### config.mk
export PLATFORM = sky130hd
export DESIGN_NAME = sbdf_top
export DESIGN_NICKNAME = d
export VERILOG_FILES = /design/src/logic/sbdf_pkg.sv /design/src/logic/sbdf_top.sv /design/src/logic/sbdf_sync.sv
export VERILOG_INCLUDE_DIRS = /design/src /design/src/logic
export SDC_FILE = /design/constraint.sdc
export NUM_CORES = 1
export LEC_CHECK = 0
export ABC_AREA = 1
export BUFFER_PORTS_ARGS = -buffer_cell sky130_fd_sc_hd__buf_4
export CORE_ASPECT_RATIO = 1.5
export CORE_UTILIZATION = 55
export CTS_CLUSTER_SIZE = 25
export DETAILED_ROUTE_END_ITERATION = 8
export PLACE_DENSITY = 0.8
export SYNTH_ARGS = -nofsm -noshare
export SYNTH_HDL_FRONTEND = slang
export SYNTH_SLANG_ARGS = --single-unit
### constraint.sdc
create_clock -name aclk -period 2.3 [get_ports aclk]
set_clock_uncertainty 0.15 [all_clocks]
set_input_delay 0.23 -clock aclk [delete_from_list [all_inputs] [get_ports aclk]]
set_output_delay 0.23 -clock aclk [all_outputs]
set_load 0.005 [all_outputs]
### src/logic/sbdf_cfg.svh
`ifndef SBDF_CFG_SVH
`define SBDF_CFG_SVH
`define SBDF_IDX_CTRLA 6'h00
`define SBDF_IDX_CTRLB 6'h01
`define SBDF_IDX_IEN 6'h02
`define SBDF_IDX_FLAGS 6'h03
`define SBDF_IDX_DATA 6'h04
`define SBDF_B_EN 0
`define SBDF_B_HOST 5
`define SBDF_B_BUFFER_MODE_ENABLE 7
`define SBDF_B_WFR 6
`define SBDF_B_SSD 2
`define SBDF_B_RXC 7
`define SBDF_B_TXC 6
`define SBDF_B_DRE 5
`define SBDF_B_HDF 4
`define SBDF_B_OVF 0
`define SBDF_IE_HI 7
`define SBDF_IE_LO 4
`define SBDF_RST_BYTE 8'h00
`define SBDF_LAST_BIT 3'h7
`define SBDF_ZERO_BIT 3'h0
`define SBDF_HALF_DIV 4
`define SBDF_MIN_DIV 4
`define SBDF_DIV_W 8
`define SBDF_RESP_OK 2'h0
`define SBDF_RESP_ERR 2'h2
`define SBDF_RPAD 24'h000000
`endif

### src/logic/sbdf_pkg.sv
`include "sbdf_cfg.svh"
package sbdf_pkg;
    typedef enum logic [2:0] {
        SBDF_IDLE = 3'b001,
        SBDF_SHIFT = 3'b010,
        SBDF_TAIL = 3'b100
    } sbdf_fsm_t;

    typedef struct packed {
        logic sck;
        logic sdi;
        logic ss_n;
    } sbdf_pins_t;

    typedef struct packed {
        sbdf_fsm_t fsm;
        logic [2:0] cnt;
        logic [7:0] sh;
        logic samp;
        logic sh_full;
        logic [7:0] txb;
        logic tx_v;
        logic [7:0] rx0;
        logic rx0_v;
        logic [7:0] rx1;
        logic rx1_v;
        logic rcf;
        logic tcf;
        logic hdf;
        logic ovf;
        logic ovf_pend;
        logic en;
        logic host;
        logic buffer_mode_enable;
        logic wfr;
        logic select_line_ignore;
        logic [3:0] ie;
        logic [`SBDF_DIV_W-1:0] div;
        logic sck_out;
        logic sck_oe_n;
        logic sdo_oe_n;
        logic sck_d;
        logic irq;
        logic aw_v;
        logic [5:0] aw_a;
        logic w_v;
        logic [7:0] w_d;
        logic w_s;
        logic awready;
        logic wready;
        logic bvalid;
        logic [1:0] bresp;
        logic arready;
        logic rvalid;
        logic [1:0] rresp;
        logic [7:0] rdata;
    } sbdf_st_t;
endpackage

### src/logic/sbdf_top.sv
// Chosen here: the AXI4-Lite slave port.
`include "sbdf_cfg.svh"
`timescale 1ns/1ps
`default_nettype none
module sbdf_top #(
    parameter int HALF_DIV = `SBDF_HALF_DIV
) (
    input wire logic aclk,
    input wire logic aresetn,
    input wire logic [7:0] s_axi_awaddr,
    input wire logic s_axi_awvalid,
    output logic s_axi_awready,
    input wire logic [31:0] s_axi_wdata,
    input wire logic [3:0] s_axi_wstrb,
    input wire logic s_axi_wvalid,
    output logic s_axi_wready,
    output logic [1:0] s_axi_bresp,
    output logic s_axi_bvalid,
    input wire logic s_axi_bready,
    input wire logic [7:0] s_axi_araddr,
    input wire logic s_axi_arvalid,
    output logic s_axi_arready,
    output logic [31:0] s_axi_rdata,
    output logic [1:0] s_axi_rresp,
    output logic s_axi_rvalid,
    input wire logic s_axi_rready,
    input wire logic sck_in,
    output logic sck_out,
    output logic sck_oe_n,
    input wire logic sdi,
    output logic sdo,
    output logic sdo_oe_n,
    input wire logic ss_n_in,
    output logic irq
);
    localparam logic [`SBDF_DIV_W-1:0] HALF_M1 = `SBDF_DIV_W'(HALF_DIV - 1);

    if (HALF_DIV < `SBDF_MIN_DIV || HALF_DIV > (1 << `SBDF_DIV_W)) begin : g_bad
        $error("sbdf_top: half period out of range");
    end

    sbdf_pkg::sbdf_st_t st;
    sbdf_pkg::sbdf_st_t n;
    sbdf_pkg::sbdf_pins_t pin;
    logic rise;
    logic fall;
    logic start;
    logic done;
    logic lost;
    logic tx_pend;
    logic direct;
    logic rd_data;
    logic [7:0] rb;
    logic [7:0] fl;

    // pins come from another domain, so two flops first
    sbdf_sync #(
        .W(3)
    ) u_sync (
        .aclk(aclk),
        .aresetn(aresetn),
        .d({sck_in, sdi, ss_n_in}),
        .q(pin)
    );

    always_comb begin
        n = st;
        rise = 1'b0;
        fall = 1'b0;
        start = 1'b0;
        done = 1'b0;
        lost = 1'b0;
        tx_pend = 1'b0;
        rd_data = 1'b0;
        rb = `SBDF_RST_BYTE;
        fl = `SBDF_RST_BYTE;
        direct = st.wfr && st.en && pin.ss_n && !st.sh_full &&
                 st.fsm == sbdf_pkg::SBDF_IDLE && st.cnt == `SBDF_ZERO_BIT;
        fl[`SBDF_B_DRE] = !st.tx_v;
        fl[`SBDF_B_RXC] = st.rcf;
        fl[`SBDF_B_TXC] = st.tcf;
        fl[`SBDF_B_HDF] = st.hdf;
        fl[`SBDF_B_OVF] = st.ovf;

        if (st.awready && s_axi_awvalid) begin
            n.aw_v = 1'b1;
            n.aw_a = s_axi_awaddr[7:2];
        end
        if (st.wready && s_axi_wvalid) begin
            n.w_v = 1'b1;
            n.w_d = s_axi_wdata[7:0];
            n.w_s = s_axi_wstrb[0];
        end
        if (st.bvalid && s_axi_bready) begin
            n.bvalid = 1'b0;
        end
        if (st.aw_v && st.w_v && !st.bvalid) begin
            n.aw_v = 1'b0;
            n.w_v = 1'b0;
            n.bvalid = 1'b1;
            n.bresp = `SBDF_RESP_OK;
            case (st.aw_a)
                `SBDF_IDX_CTRLA: begin
                    if (st.w_s) begin
                        n.en = st.w_d[`SBDF_B_EN];
                        n.host = st.w_d[`SBDF_B_HOST];
                    end
                end
                `SBDF_IDX_CTRLB: begin
                    if (st.w_s) begin
                        n.buffer_mode_enable = st.w_d[`SBDF_B_BUFFER_MODE_ENABLE];
                        n.wfr = st.w_d[`SBDF_B_WFR];
                        n.select_line_ignore = st.w_d[`SBDF_B_SSD];
                    end
                end
                `SBDF_IDX_IEN: begin
                    if (st.w_s) begin
                        n.ie = st.w_d[`SBDF_IE_HI:`SBDF_IE_LO];
                    end
                end
                `SBDF_IDX_FLAGS: begin
                    if (st.w_s && st.w_d[`SBDF_B_RXC]) begin
                        n.rcf = 1'b0;
                    end
                    if (st.w_s && st.w_d[`SBDF_B_TXC]) begin
                        n.tcf = 1'b0;
                    end
                    if (st.w_s && st.w_d[`SBDF_B_HDF]) begin
                        n.hdf = 1'b0;
                    end
                    if (st.w_s && st.w_d[`SBDF_B_OVF]) begin
                        n.ovf = 1'b0;
                    end
                end
                `SBDF_IDX_DATA: begin
                    if (st.w_s) begin
                        if (!st.buffer_mode_enable || direct) begin
                            n.sh = st.w_d;
                            n.sh_full = 1'b1;
                        end else begin
                            n.txb = st.w_d;
                            n.tx_v = 1'b1;
                        end
                    end
                end
                default: begin
                    n.bresp = `SBDF_RESP_ERR;
                end
            endcase
        end

        if (st.rvalid && s_axi_rready) begin
            n.rvalid = 1'b0;
        end
        if (st.arready && s_axi_arvalid) begin
            n.rvalid = 1'b1;
            n.rresp = `SBDF_RESP_OK;
            n.rdata = `SBDF_RST_BYTE;
            case (s_axi_araddr[7:2])
                `SBDF_IDX_CTRLA: begin
                    n.rdata[`SBDF_B_EN] = st.en;
                    n.rdata[`SBDF_B_HOST] = st.host;
                end
                `SBDF_IDX_CTRLB: begin
                    n.rdata[`SBDF_B_BUFFER_MODE_ENABLE] = st.buffer_mode_enable;
                    n.rdata[`SBDF_B_WFR] = st.wfr;
                    n.rdata[`SBDF_B_SSD] = st.select_line_ignore;
                end
                `SBDF_IDX_IEN: begin
                    n.rdata[`SBDF_IE_HI:`SBDF_IE_LO] = st.ie;
                end
                `SBDF_IDX_FLAGS: begin
                    n.rdata = fl;
                end
                `SBDF_IDX_DATA: begin
                    rd_data = 1'b1;
                    n.rdata = st.rx0;
                    n.ovf = 1'b0;
                    if (st.buffer_mode_enable) begin
                        n.rx0 = st.rx1;
                        n.rx0_v = st.rx1_v;
                        n.rx1_v = 1'b0;
                    end else begin
                        n.rx0_v = 1'b0;
                    end
                end
                default: begin
                    n.rresp = `SBDF_RESP_ERR;
                end
            endcase
        end
        n.rcf = n.rcf && n.rx0_v;

        case (st.fsm)
            sbdf_pkg::SBDF_IDLE: begin
                if (st.en && st.host && (st.sh_full || (st.buffer_mode_enable && st.tx_v))) begin
                    n.fsm = sbdf_pkg::SBDF_SHIFT;
                    n.div = '0;
                end
            end
            sbdf_pkg::SBDF_SHIFT, sbdf_pkg::SBDF_TAIL: begin
                if (st.div == HALF_M1) begin
                    n.div = '0;
                    n.sck_out = !st.sck_out;
                    rise = !st.sck_out;
                    fall = st.sck_out;
                end else begin
                    n.div = st.div + 1'b1;
                end
                if (st.fsm == sbdf_pkg::SBDF_TAIL && fall) begin
                    n.fsm = sbdf_pkg::SBDF_IDLE;
                end
            end
            default: begin
                n.fsm = sbdf_pkg::SBDF_IDLE;
            end
        endcase
        // client waits for the peer clock
        if (!st.host) begin
            if (pin.ss_n) begin
                n.cnt = `SBDF_ZERO_BIT;
            end else if (st.en) begin
                rise = pin.sck && !st.sck_d;
                fall = !pin.sck && st.sck_d;
            end
        end

        if (rise) begin
            start = st.cnt == `SBDF_ZERO_BIT;
            n.samp = pin.sdi;
            n.cnt = st.cnt + 1'b1;
            if (st.cnt == `SBDF_LAST_BIT) begin
                done = 1'b1;
                rb = {st.sh[6:0], pin.sdi};
            end
        end
        if (fall && st.cnt != `SBDF_ZERO_BIT) begin
            n.sh = {st.sh[6:0], st.samp};
        end
        if (start && st.ovf_pend) begin
            n.ovf = 1'b1;
            n.ovf_pend = 1'b0;
        end
        if (done) begin
            // pending byte as seen before the reload below empties it
            tx_pend = n.tx_v;
            if (st.fsm == sbdf_pkg::SBDF_SHIFT) begin
                n.fsm = sbdf_pkg::SBDF_TAIL;
            end
            if (!st.buffer_mode_enable || !n.rx0_v) begin
                n.rx0 = rb;
                n.rx0_v = 1'b1;
            end else if (!n.rx1_v) begin
                n.rx1 = rb;
                n.rx1_v = 1'b1;
            end else begin
                lost = 1'b1;
                if (tx_pend) begin
                    n.ovf = 1'b1;
                end else begin
                    n.ovf_pend = 1'b1;
                end
            end
            n.rcf = 1'b1;
            if (st.buffer_mode_enable && n.tx_v) begin
                n.sh = n.txb;
                n.tx_v = 1'b0;
                n.sh_full = 1'b1;
            end else begin
                n.sh_full = 1'b0;
                n.tcf = 1'b1;
            end
        end

        if (st.en && st.host && !st.select_line_ignore && !pin.ss_n) begin
            n.host = 1'b0;
            n.hdf = 1'b1;
            n.fsm = sbdf_pkg::SBDF_IDLE;
            n.sck_out = 1'b0;
            n.cnt = `SBDF_ZERO_BIT;
        end

        n.sck_d = pin.sck;
        n.sck_oe_n = !(n.en && n.host);
        n.sdo_oe_n = !(n.en && (n.host || !pin.ss_n));
        n.irq = n.buffer_mode_enable && |({n.rcf, n.tcf, !n.tx_v, n.hdf} & n.ie);
        n.awready = !n.aw_v;
        n.wready = !n.w_v;
        n.arready = !n.rvalid;
    end

    always_ff @(posedge aclk) begin
        if (!aresetn) begin
            st <= '0;
            st.fsm <= sbdf_pkg::SBDF_IDLE;
            st.sck_oe_n <= 1'b1;
            st.sdo_oe_n <= 1'b1;
        end else begin
            st <= n;
        end
    end

    assign s_axi_awready = st.awready;
    assign s_axi_wready = st.wready;
    assign s_axi_bresp = st.bresp;
    assign s_axi_bvalid = st.bvalid;
    assign s_axi_arready = st.arready;
    assign s_axi_rdata = {`SBDF_RPAD, st.rdata};
    assign s_axi_rresp = st.rresp;
    assign s_axi_rvalid = st.rvalid;
    assign sck_out = st.sck_out;
    assign sck_oe_n = st.sck_oe_n;
    assign sdo = st.sh[7];
    assign sdo_oe_n = st.sdo_oe_n;
    assign irq = st.irq;
endmodule // sbdf_top
`default_nettype wire

### src/logic/sbdf_sync.sv
`timescale 1ns/1ps
`default_nettype none
module sbdf_sync #(
    parameter int W = 3
) (
    input wire logic aclk,
    input wire logic aresetn,
    input wire logic [W-1:0] d,
    output logic [W-1:0] q
);
    typedef struct packed {
        logic [W-1:0] meta;
        logic [W-1:0] q;
    } sbdf_sync_t;

    sbdf_sync_t st;
    sbdf_sync_t next_st;

    if (W < 1) begin : g_bad_w
        $error("sbdf_sync: width must be at least one");
    end

    // meta feeds only the second stage
    always_comb begin
        next_st = st;
        next_st.meta = d;
        next_st.q = st.meta;
    end

    always_ff @(posedge aclk) begin
        if (!aresetn) begin
            st <= '0;
        end else begin
            st <= next_st;
        end
    end

    assign q = st.q;
endmodule // sbdf_sync
`default_nettype wire

==> reports/results.ini <==
[status]
status=complete, but fails checks
violations=hold timing

[route]
ant_nets=0
vias_per_cell=5.25
routed_wl_um=11800
drt_iter0_drc=351
post_drt_wl_per_cell_um=13.4
drc_errors=0
dr.pass1.iters=7
vias=4624

[synthesis]
ys_warn_count=0
avgSynthCellArea_um2=7.16
ys_ff_latch=108
synthSimpleGateAreaFrac_pct=26.5
synthCells=715
yosys.area.top_type_share_pct=42.2
synth.area.top_cells=dfxtp_1 42%, nand2_1 10%, nor2_1 7.6%
synth_fa_ha_area_share_pct=0.978
ys_seq_area_share_pct=42.2
synthMuxAreaShare_pct=0
synth_top_family_by_area=simple AND/OR/NAND/NOR gates
synth_area_mm2=0.00512
synth_compound_area_share_pct=15.8
ys_types=44
synth_top_cell_by_area=dfxtp_1
synth_xor_area_share_pct=0.171

[worst_setup_path]
cp_data_required_time_ns=2.42
r2r_cells=10
r2r_slack_ns=0.18
path_max_fanout=15
crit_type=flop to flop
r2r-end=st[74]
cp-start-kind=flop
crit-reg2reg-launch=st[39]
cp_data_arrival_time_ns=2.24
cp-end-kind=flop

[sta]
slew_viol_final=0
period_minus_slack_ns=2.12
setup-tns-final_ns=0
timing.fmax_mhz=473
hold_violations=1
post-route-period-util_pct=92.0
relSlewSlack_pct=55.2
whs_ns=-0.00239
setup_slack_ns=0.184
finalSetupViolCount=0
rsz0062_at_grt=no
tightest_slew_ns=0.666

[die]
dieArea_mm2=0.00970
die_width_um=80.8
io_pins=108
die_h_um=120
core.rowCount=42
core-area_mm2=0.00893
start_util_pct=57.3

[finish]
syn2layout_area_growth_pct=13.3
fin_util_pct=64.9
diodes=0
layout.nets=831
instances_no_fill=880
mostFrequentLayoutCell=nand2_1
final_area_mm2=0.00580
final_layout_size_suffix_gt1_share_pct=13.9
final_cell_mix=135 x nand2_1, 108 x dfxtp_1, 103 x nor2_1

[clocking]
numClockSinks=108
clk_latency_ns=0.34
cts_buffers=9
path_clk_slew_ns=0.07
clockBufferDepth=2
cts_tree=yes
cts_max_level=3
clock-root-buffer=clkbuf_16

[pwr]
totalPowerFinal_mw=3.66
p_sw_mw=0.822
power.share.combinational_pct=6.0
pwr-share-clk_pct=41.0
internal-power_mw=2.83
sw_frac_of_total_pct=22.5
power.density_mw_per_mm2=630
p_leak_nw=2.67
seqPwrFrac_pct=53.0
vdd_drop_max_uv=420

[global_route]
grt_usage_pct=25.9
grt_pass1_vias=4429
grt_pass1_wl_um=19500
grt_overflow=0
grt_max_degree=55
antenna_found_initial=0

[hold_path]
hold_path_depth=3
hold_start=s_axi_awaddr[7]
whs_endpoint=st[32]
hp-class=input port to flop

[placed_design]
pre_cts_slack_ns=0.212
port_buffers=50
hpwlAfterDp_um=8710
place_area_mm2=0.00543
dp.cells=856
gp_congestion=0.972

[run]
cap_violations=0

## registers in the layout (all words and copies together), names as in the netlist, 3 cells and up
name	flops
u_sync.q	3
u_sync.next_st	3
st	78
s_axi_rdata	8
fl	4
## worst max-delay path by stage
| stage | slack [ns] | endpoint | cells past startpoint | start |
|---|---|---|---|---|
| after global routing | 0.02 | st[95] | 10 | st[39] |
| after floorplan | 0.50 | st[72] | 11 | st[39] |
| final | 0.18 | st[74] | 10 | st[39] |
| after detailed placement | 0.21 | st[90] | 10 | st[39] |
| after CTS | 0.14 | st[92] | 10 | st[39] |
| after global placement | 0.24 | st[92] | 10 | st[39] |
## final cells by class
class	instances	area [um2]
Clock buffer	10	229
Clock inverter	6	55.1
Fill cell	793	3130
Inverter	93	349
Multi-Input combinational cell	484	2330
Sequential cell	108	2160
Tap cell	110	138
Timing Repair Buffer	69	538
## power by group through the flow
stage | registers, mW | logic, mW | clock network [mW]
final | 1.94 | 0.218 | 1.50
after global routing | 1.94 | 0.247 | 1.60
after CTS | 1.94 | 0.217 | 1.51
after detailed placement | 1.98 | 0.205 | 0
after global placement | 1.98 | 0.200 | 0
after floorplan | 1.97 | 0.157 | 0
## layer usage
| metal | vias to the layer above | part of all wire, % | track usage (%) |
|---|---|---|---|
| met5 | - | 0 | 0 |
| met4 | 0 | 3.5 | 12.9 |
| met3 | 32 | 3.6 | 4.49 |
| met2 | 131 | 55 | 47.6 |
| met1 | 2136 | 38 | 27.4 |
| li1 | 2325 | - | - |
## critical path: stages (launching register included)
cell     delay [ns]
dfxtp_1        0.39
ha_1           0.23
nand2_1        0.11
nor2_4         0.18
nand4_2        0.12
nand2_4        0.14
nand2_4        0.09
buf_4          0.18
nor2_8         0.20
o21ai_0        0.11
a21oi_1        0.14
## kinds of logic after synthesis
kind of cell               after synthesis
AOI/OAI and AO/OA                      148
xor gates and xnor gates                 1
adders and majority gates                4
buffers and inverters                  148
DFF                                    108
other                                    1
and+or+nand+nor                        305
## Yosys cell counts (all sizes together)
master / n
ha: 4
a211oi: 2
nor3: 8
nand3b: 1
dfxtp: 108
nor3b: 1
buf: 45
nor4: 2
a31oi: 2
o2111ai: 3
o21a: 12
nand4: 8
clkbuf: 10
o22ai: 1
nor2: 111
a22oi: 1
conb: 1
a311oi: 1
xor2: 1
nand2: 145
o21ai: 66
clkinv: 2
a21oi: 58
nand3: 29
o211ai: 1
inv: 91
o31ai: 1
## timing repair
item,in CTS,in global routing
hold buffers,8,0
setup endpoints to repair,0,8
gates resized for setup,0,3
hold endpoints to repair,8,0
setup buffers,0,0
(Power assumes the default switching activity.)
